<file path="src/sfh_defines.svh">
`ifndef SFH_DEFINES_SVH
`define SFH_DEFINES_SVH

// ****************************************
// Array organisation
// ****************************************
`define SFH_PAGE_COUNT      4096
`define SFH_PAGE_BITS       12
`define SFH_PAGE_SIZE_BIN   256
`define SFH_PAGE_SIZE_STD   264
`define SFH_BUFFER_COUNT    2
`define SFH_SEC_USER_BYTES  64
`define SFH_SEC_ID_BYTES    64
`define SFH_SEC_TOTAL_BYTES 128

// ****************************************
// Serial framing
// ****************************************
`define SFH_OPCODE_BITS     8
`define SFH_ADDR_BYTES      3
`define SFH_SCK_MAX_MHZ     66

// ****************************************
// Timing
// ****************************************
`define SFH_CLK_MHZ         125
`define SFH_PROG_TIME_US    4000
`define SFH_PROG_CYCLES     (`SFH_PROG_TIME_US * `SFH_CLK_MHZ)

`endif

</file>
<file path="src/sfh_pkg.sv">
package sfh_pkg;

	// ****************************************
	// Carriers
	// ****************************************
	typedef struct packed {
		logic        valid;
		logic        is_opcode;
		logic [15:0] index;
		logic [7:0]  data;
	} sfh_rx_type;

	typedef struct packed {
		logic        sec_id;
		logic [11:0] page;
		logic [8:0]  offset;
	} sfh_addr_type;

	typedef struct packed {
		logic        cs_q;
		logic        sck_q;
		logic        sel;
		logic        seen_rise;
		logic [2:0]  bit_cnt;
		logic [15:0] byte_cnt;
		logic [7:0]  rx_sh;
		logic [23:0] addr_sh;
		logic [7:0]  tx_sh;
		logic        so;
		logic        so_oe;
		logic        arm;
		logic        busy;
		logic [31:0] timer;
		logic        standby;
		sfh_rx_type  rx;
		sfh_addr_type addr;
	} sfh_state_type;

endpackage

</file>
<file path="src/sfh_frontend.sv">
`timescale 1ns/1ps
`include "sfh_defines.svh"

module sfh_frontend
	import sfh_pkg::*;
#(
	parameter int unsigned PROG_CYCLES = `SFH_PROG_CYCLES
) (
	input  wire logic                  i_core_clk,
	input  wire logic                  i_resetn,
	input  wire logic                  i_cs_n,
	input  wire logic                  i_sck,
	input  wire logic                  i_si,
	input  wire logic                  i_reset_pin_n,
	input  wire logic                  i_page_264,
	input  wire logic                  i_sec_access,
	input  wire logic [7:0]            i_tx_byte,
	input  wire logic                  i_timed_req,
	output logic                       o_so,
	output logic                       o_so_oe,
	output sfh_pkg::sfh_rx_type        o_rx,
	output sfh_pkg::sfh_addr_type      o_addr,
	output logic                       o_selected,
	output logic                       o_busy,
	output logic                       o_standby
);
	import sfh_pkg::*;

	if (PROG_CYCLES < 1) begin : g_bad_cycles
		$error("PROG_CYCLES must be at least one");
	end

	// ****************************************
	// Pin synchronisers
	// ****************************************
	logic [3:0] pins_s;
	logic       cs_s;
	logic       sck_s;
	logic       si_s;
	logic       rst_pin_s;

	sfh_sync #(
		.W   (4),
		.RST (4'hD)
	) u_sync (
		.i_core_clk (i_core_clk),
		.i_resetn   (i_resetn),
		.i_async    ({i_cs_n, i_reset_pin_n, i_sck, i_si}),
		.o_sync     (pins_s)
	);

	assign cs_s      = pins_s[3];
	assign rst_pin_s = pins_s[2];
	assign sck_s     = pins_s[1];
	assign si_s      = pins_s[0];

	// ****************************************
	// Address split
	// ****************************************
	function automatic sfh_addr_type split_addr(input logic [23:0] a, input logic p264,
		input logic sec);
		sfh_addr_type r;
		r = '0;
		if (sec) begin
			r.offset = {2'h0, a[6:0]};
			r.sec_id = a[6];
		end else if (p264) begin
			r.page   = a[20:9];
			r.offset = a[8:0];
		end else begin
			r.page   = a[19:8];
			r.offset = {1'h0, a[7:0]};
		end
		return r;
	endfunction

	// ****************************************
	// State
	// ****************************************
	sfh_state_type s;
	sfh_state_type next_s;
	logic          rise;
	logic          fall;
	logic          cs_fall;
	logic          cs_rise;
	logic [31:0]   last_tick;

	assign rise      = sck_s & ~s.sck_q;
	assign fall      = ~sck_s & s.sck_q;
	assign cs_fall   = ~cs_s & s.cs_q;
	assign cs_rise   = cs_s & ~s.cs_q;
	assign last_tick = 32'(PROG_CYCLES - 1);

	always_comb begin
		next_s          = s;
		next_s.cs_q     = cs_s;
		next_s.sck_q    = sck_s;
		next_s.rx.valid = 1'h0;
		if (!rst_pin_s) begin
			next_s.sel       = 1'h0;
			next_s.so_oe     = 1'h0;
			next_s.busy      = 1'h0;
			next_s.arm       = 1'h0;
			next_s.timer     = 32'h0;
			next_s.seen_rise = 1'h0;
		end else begin
			if (cs_fall) begin
				next_s.sel       = 1'h1;
				next_s.seen_rise = 1'h0;
				next_s.bit_cnt   = 3'h0;
				next_s.byte_cnt  = 16'h0;
				next_s.tx_sh     = i_tx_byte;
				next_s.so        = i_tx_byte[7];
				next_s.so_oe     = 1'h1;
			end else if (cs_rise) begin
				next_s.sel   = 1'h0;
				next_s.so_oe = 1'h0;
				next_s.arm   = 1'h0;
				// A request in the closing cycle still counts: set wins over clear
				if ((s.arm || i_timed_req) && !s.busy) begin
					next_s.busy  = 1'h1;
					next_s.timer = 32'h0;
				end
			end else if (s.sel) begin
				// Mode 3 idles high, so a fall before the first rise is not a bit
				if (fall && s.seen_rise) begin
					if (s.bit_cnt == 3'h0) begin
						next_s.tx_sh = i_tx_byte;
						next_s.so    = i_tx_byte[7];
					end else begin
						next_s.tx_sh = {s.tx_sh[6:0], 1'h0};
						next_s.so    = s.tx_sh[6];
					end
				end
				if (rise) begin
					next_s.seen_rise = 1'h1;
					next_s.rx_sh     = {s.rx_sh[6:0], si_s};
					next_s.bit_cnt   = s.bit_cnt + 3'h1;
					if (s.bit_cnt == 3'h7) begin
						// Data keeps flowing while a page programs
						next_s.rx.valid     = 1'h1;
						next_s.rx.data      = {s.rx_sh[6:0], si_s};
						next_s.rx.is_opcode = (s.byte_cnt == 16'h0);
						next_s.rx.index     = s.byte_cnt;
						if (s.byte_cnt != 16'hFFFF) begin
							next_s.byte_cnt = s.byte_cnt + 16'h1;
						end
						if (s.byte_cnt != 16'h0 && s.byte_cnt <= 16'(`SFH_ADDR_BYTES)) begin
							next_s.addr_sh = {s.addr_sh[15:0], s.rx_sh[6:0], si_s};
						end
						if (s.byte_cnt == 16'(`SFH_ADDR_BYTES)) begin
							next_s.addr = split_addr({s.addr_sh[15:0], s.rx_sh[6:0], si_s},
								i_page_264, i_sec_access);
						end
					end
				end
				if (i_timed_req) begin
					next_s.arm = 1'h1;
				end
			end
			// Self-timed; the host only starts it, or aborts it with the reset pin
			if (s.busy) begin
				if (s.timer >= last_tick) begin
					next_s.busy  = 1'h0;
					next_s.timer = 32'h0;
				end else begin
					next_s.timer = s.timer + 32'h1;
				end
			end
		end
		next_s.standby = ~next_s.sel & ~next_s.busy;
	end

	always_ff @(posedge i_core_clk or negedge i_resetn) begin
		if (!i_resetn) begin
			s         <= '0;
			s.cs_q    <= 1'h1;
			s.standby <= 1'h1;
		end else begin
			s <= next_s;
		end
	end

	assign o_so       = s.so;
	assign o_so_oe    = s.so_oe;
	assign o_rx       = s.rx;
	assign o_addr     = s.addr;
	assign o_selected = s.sel;
	assign o_busy     = s.busy;
	assign o_standby  = s.standby;
endmodule

</file>
<file path="src/sfh_sync.sv">
`timescale 1ns/1ps

module sfh_sync #(
	parameter int         W   = 1,
	parameter logic [W-1:0] RST = '0
) (
	input  wire logic         i_core_clk,
	input  wire logic         i_resetn,
	input  wire logic [W-1:0] i_async,
	output logic      [W-1:0] o_sync
);

	// First stage feeds only the second stage
	logic [W-1:0] meta;

	always_ff @(posedge i_core_clk or negedge i_resetn) begin
		if (!i_resetn) begin
			meta   <= RST;
			o_sync <= RST;
		end else begin
			meta   <= i_async;
			o_sync <= meta;
		end
	end

endmodule

</file>
<file path="config.mk">
export PLATFORM = sky130hd
export DESIGN_NAME = sfh_frontend
export DESIGN_NICKNAME = d
export VERILOG_FILES = /design/src/sfh_pkg.sv /design/src/sfh_frontend.sv /design/src/sfh_sync.sv
export VERILOG_INCLUDE_DIRS = /design/src /design/src/src
export SDC_FILE = /design/constraint.sdc
export NUM_CORES = 1
export LEC_CHECK = 0
export BUFFER_PORTS_ARGS = -buffer_cell sky130_fd_sc_hd__buf_2
export CORE_MARGIN = 3
export CORE_UTILIZATION = 35
export CTS_CLUSTER_SIZE = 14
export DETAILED_ROUTE_END_ITERATION = 8
export GPL_TIMING_DRIVEN = 0
export PLACE_DENSITY = 0.55
export SLEW_MARGIN = 15
export SYNTH_ARGS = -nofsm -noshare
export SYNTH_HDL_FRONTEND = slang
export SYNTH_HIERARCHICAL = 1
export SYNTH_SLANG_ARGS = --single-unit
export TNS_END_PERCENT = 5
</file>
<file path="constraint.sdc">
create_clock -name i_core_clk -period 2.1 [get_ports i_core_clk]
set_input_delay 0.315 -clock i_core_clk [delete_from_list [all_inputs] [get_ports i_core_clk]]
set_output_delay 0.315 -clock i_core_clk [all_outputs]
set_load 0.1 [all_outputs]
</file>
==> summary.md <==
| Metric | Value |
|---|---|
| Reg2reg end | `o_addr[14]` |
| Syn Inst Count | `590` |
| Most common cell in the netlist | `dfrtp_1` |
| Grt ovf | `0` |
| H-tree levels | `4` |
| DR WL met2 | `6.80 mm` |
| # rows | `50` |
| Class of the worst hold path | `in -> reg` |
| Layout area overhead | `25.9%` |
| # setup viols final | `35` |
| Hold EP | `s[85]` |
| Max Clk Rate | `446 MHz` |
| Filler cells | `1757` |
| Clock transition at path regs | `0.06 ns` |
| ANT nets after route | `0` |
| Clk_lat worst skew | `0.42 ns` |
| Synth Register Bits | `143` |
| WP data arrival | `2.55 ns` |
| Delay-heaviest family, CP | `simple AND/OR/NAND/NOR gates` |
| Placer Congestion | `0.807` |
| Number of global-route vias before repair | `4760` |
| Die area | `0.0210 mm^2` |
| Worst path bufs/invs | `3` |
| Die Y | `145 um` |
| Starting Density | `35.9%` |
| Reg2Reg Launch Point | `u_sync/o_sync[3]` |
| Period utilisation layout | `107%` |
| Library cells used by synthesis | `59` |
| Layout cell share with drive strength beyond 1 | `40.8%` |
| CTS Sinks | `143` |
| Initial antenna violation count | `0` |
| Syn Std Cell Area | `0.00675 mm^2` |
| Vias per cell | `4.92` |
| Slew Limit Fails | `0` |
| Clock root buffer | `clkbuf_16` |
| Worst Min Path Start | `i_tx_byte[0]` |
| # diodes | `0` |
| I/O Pins | `70` |
| Final Critical Period | `2.24 ns` |
| PD cells | `783 mW/mm^2` |
| Startpoint Class | `flip-flop` |
| Final WS setup | `-0.141 ns` |
| Hold depth | `3` |
| YS warnings | `6` |
| Die X-Extent | `145 um` |
| Async S/R FF share, synth | `100%` |
| Syn Nets | `615` |
| R2r setup slk | `-0.14 ns` |
| Total track usage | `14.5%` |
| Dominant cell type by area after synthesis | `dfrtp_1` |
| Pre-Repair DR Iteration Count | `4` |
| Mean post-synth cell area | `11.4 um^2` |
| Synth top area cells | `dfrtp_1 (50%), mux2_2 (10%), buf_4 (5.7%)` |
| Critical path, cell by cell | `inv_2, ha_4, nand3_2, or2_1, buf_8, nor2_4, and2_4, buf_12, mux2_2` |
| FF-to-FF path depth | `9` |
| RSZ-0062 raised after global routing | `true` |
| Nets@finish | `716` |
| Port bufs | `68` |
| Largest net degree at the start of global routing | `80` |
| CP Data Required Time | `2.41 ns` |
| Setup TNS | `-3.01 ns` |
| CP Max Fanout | `10` |
| Internal | `0.00513 W` |
| Initial drt markers | `304` |
| Post-Layout Cell Count | `964` |
| Clk pwr share | `49.8%` |
| Flop pwr share | `43.6%` |
| Max rail drop VDD | `621 uV` |
| Sw frac | `22.9%` |
| Psw | `0.00153 W` |
| # DRC | `0` |
| Setup CP Type | `reg -> reg` |
| Crit path capture type | `flip-flop` |
| Dpl hpwl | `9.87 mm` |
| Critical-path top delay cell | `dfstp_2` |
| Synth top cells by count | `dfrtp_1 (135), mux2_2 (62), buf_4 (51)` |
| Final wirelength | `14.5 mm` |
| Slew at the pin closest to its max-slew limit | `0.614 ns` |
| Post-synth EDFFs | `0` |
| Synth top area share | `50.0%` |
| Failing checks | `negative setup slack` |
| Status | `complete, but fails checks` |
| Post-synth top flop | `dfrtp_1` |
| Inst Count DP | `919` |
| Rel. slew slack | `58.9%` |
| First-pass GRT wire length | `24.2 mm` |
| Final hold vios | `0` |
| Max Cap Violations | `0` |
| Leakage | `4.15 nW` |
| Routed len/inst | `15.0 um` |
| Fin Clk Skew | `0.00821 ns` |
| Maximum root-to-sink buffer count | `2` |
| Core Area | `0.0188 mm^2` |
| Vias post-DR | `4739` |
| Met1 wire length | `6.93 mm` |
| Slowest stage delay, CP | `0.55 ns` |
| Metal3 WL | `547 um` |
| Comb power frac | `6.6%` |
| CTS tree | `yes` |
| Post-synthesis sequential area ratio | `53.2%` |
| Total CTS buffers | `17` |
| Top sig layer | `met4` |
==> area by class of cell <==
cell class / count / area (um^2) / area share, %
Buffer: 74 / 541 / 6.36
Clock buffer: 18 / 439 / 5.17
Clock inverter: 14 / 214 / 2.52
Inverter: 16 / 60.1 / 0.707
Multi-Input combinational cell: 356 / 2810 / 33.1
Sequential cell: 143 / 3600 / 42.3
Tap cell: 260 / 325 / 3.83
Timing Repair Buffer: 83 / 513 / 6.04
==> cells in the final DEF, fill, tap and decap left out, types with 18 or more instances in the layout <==
cell type and count:
mux2_4 21, clkbuf_16 18, buf_2 70, nor2_1 30, and2_1 19, o21ai_0 20
mux2i_1 21, mux2_2 41, dfrtp_1 130, buf_4 56, nand2_1 32
==> layer usage <==
metal  up-vias  GRT usage [%]
met1      2344           19.8
met2        97           22.3
met3        16           3.91
li1       2282              -
met5         -              0
met4         0           5.01
==> worst register-to-register path: cells and delay by family (launching register included) <==
family	cells	cell delay, ns
buffers and inverters	3	0.35
AND/OR/NAND/NOR	4	0.63
multiplexers	1	0.33
adder cells (fa/ha/maj)	1	0.27
flip-flops	1	0.55
==> sequential cells by signal (all words and copies together), names as in the netlist <==
register	cells
o_addr	22
o_busy	1
o_rx	26
o_selected	1
o_so	1
o_so_oe	1
o_standby	1
s	82
u_sync/meta	4
u_sync/o_sync	4
==> kinds of logic (layout without fill, tap and decap cells) <==
kind of cell               count (synthesis)  after routing  synth area share (%)
adders and majority gates                  8              8                  1.48
and+or+nand+nor                          165            165                  13.2
AOI/OAI and AO/OA                         94             94                  9.80
muxes                                     83             83                  13.5
DFF                                      143            143                  53.2
xor gates and xnor gates                   6              6                 0.778
buffers and inverters                     91            205                  8.10
==> power by group through the flow <==
stage	clock network [W]	logic, W	registers, W
after floorplan	0	0.000195	0.00302
after global placement	0	0.000404	0.00294
after detailed placement	0	0.000424	0.00295
after CTS	0.00340	0.000442	0.00290
after global routing	0.00353	0.000492	0.00291
final	0.00331	0.000440	0.00290
==> stage by stage <==
step / hold WS [ns] / utilization [%] / total power (W) / setup slack, ns / instance area, um^2
final: 0.182 / 45.1 / 0.00666 / -0.141 / 8500
after detailed placement: 0.336 / 39.9 / 0.00337 / -0.340 / 7520
after global routing: 0.191 / 45.1 / 0.00693 / -0.208 / 8500
after floorplan: 0.0194 / - / 0.00321 / -0.0771 / 6810
after global placement: 0.337 / 39.7 / 0.00335 / -1.77 / 7480
after CTS: 0.00372 / 44.3 / 0.00674 / -0.167 / 8340
==> what timing repair did <==
| action | 4_1_cts | 5_1_grt |
|---|---|---|
| setup endpoints to repair | 81 | 95 |
| hold buffers | 4 | 1 |
| gates cloned | 1 | 1 |
| pin swaps | 3 | 3 |
| endpoints found under the hold margin | 75 | 1 |
| buffers inserted | 6 | 1 |
| resized for setup | 24 | 40 |
==> how the worst max path moves through the flow <==
| stage | start | endpoint | slack [ns] | cells after the start |
|---|---|---|---|---|
| 2_1_floorplan | u_sync/o_sync[3] | s[100] | -0.08 | 8 |
| 3_3_place_gp | i_resetn | o_selected | -1.77 | 1 |
| 3_5_place_dp | u_sync/o_sync[3] | s[105] | -0.34 | 8 |
| 4_1_cts | u_sync/o_sync[3] | o_addr[12] | -0.17 | 10 |
| 5_1_grt | u_sync/o_sync[3] | o_addr[18] | -0.21 | 9 |
| 6_report | u_sync/o_sync[3] | o_addr[14] | -0.14 | 9 |
No activity file was read; power rests on OpenSTA's default activity.
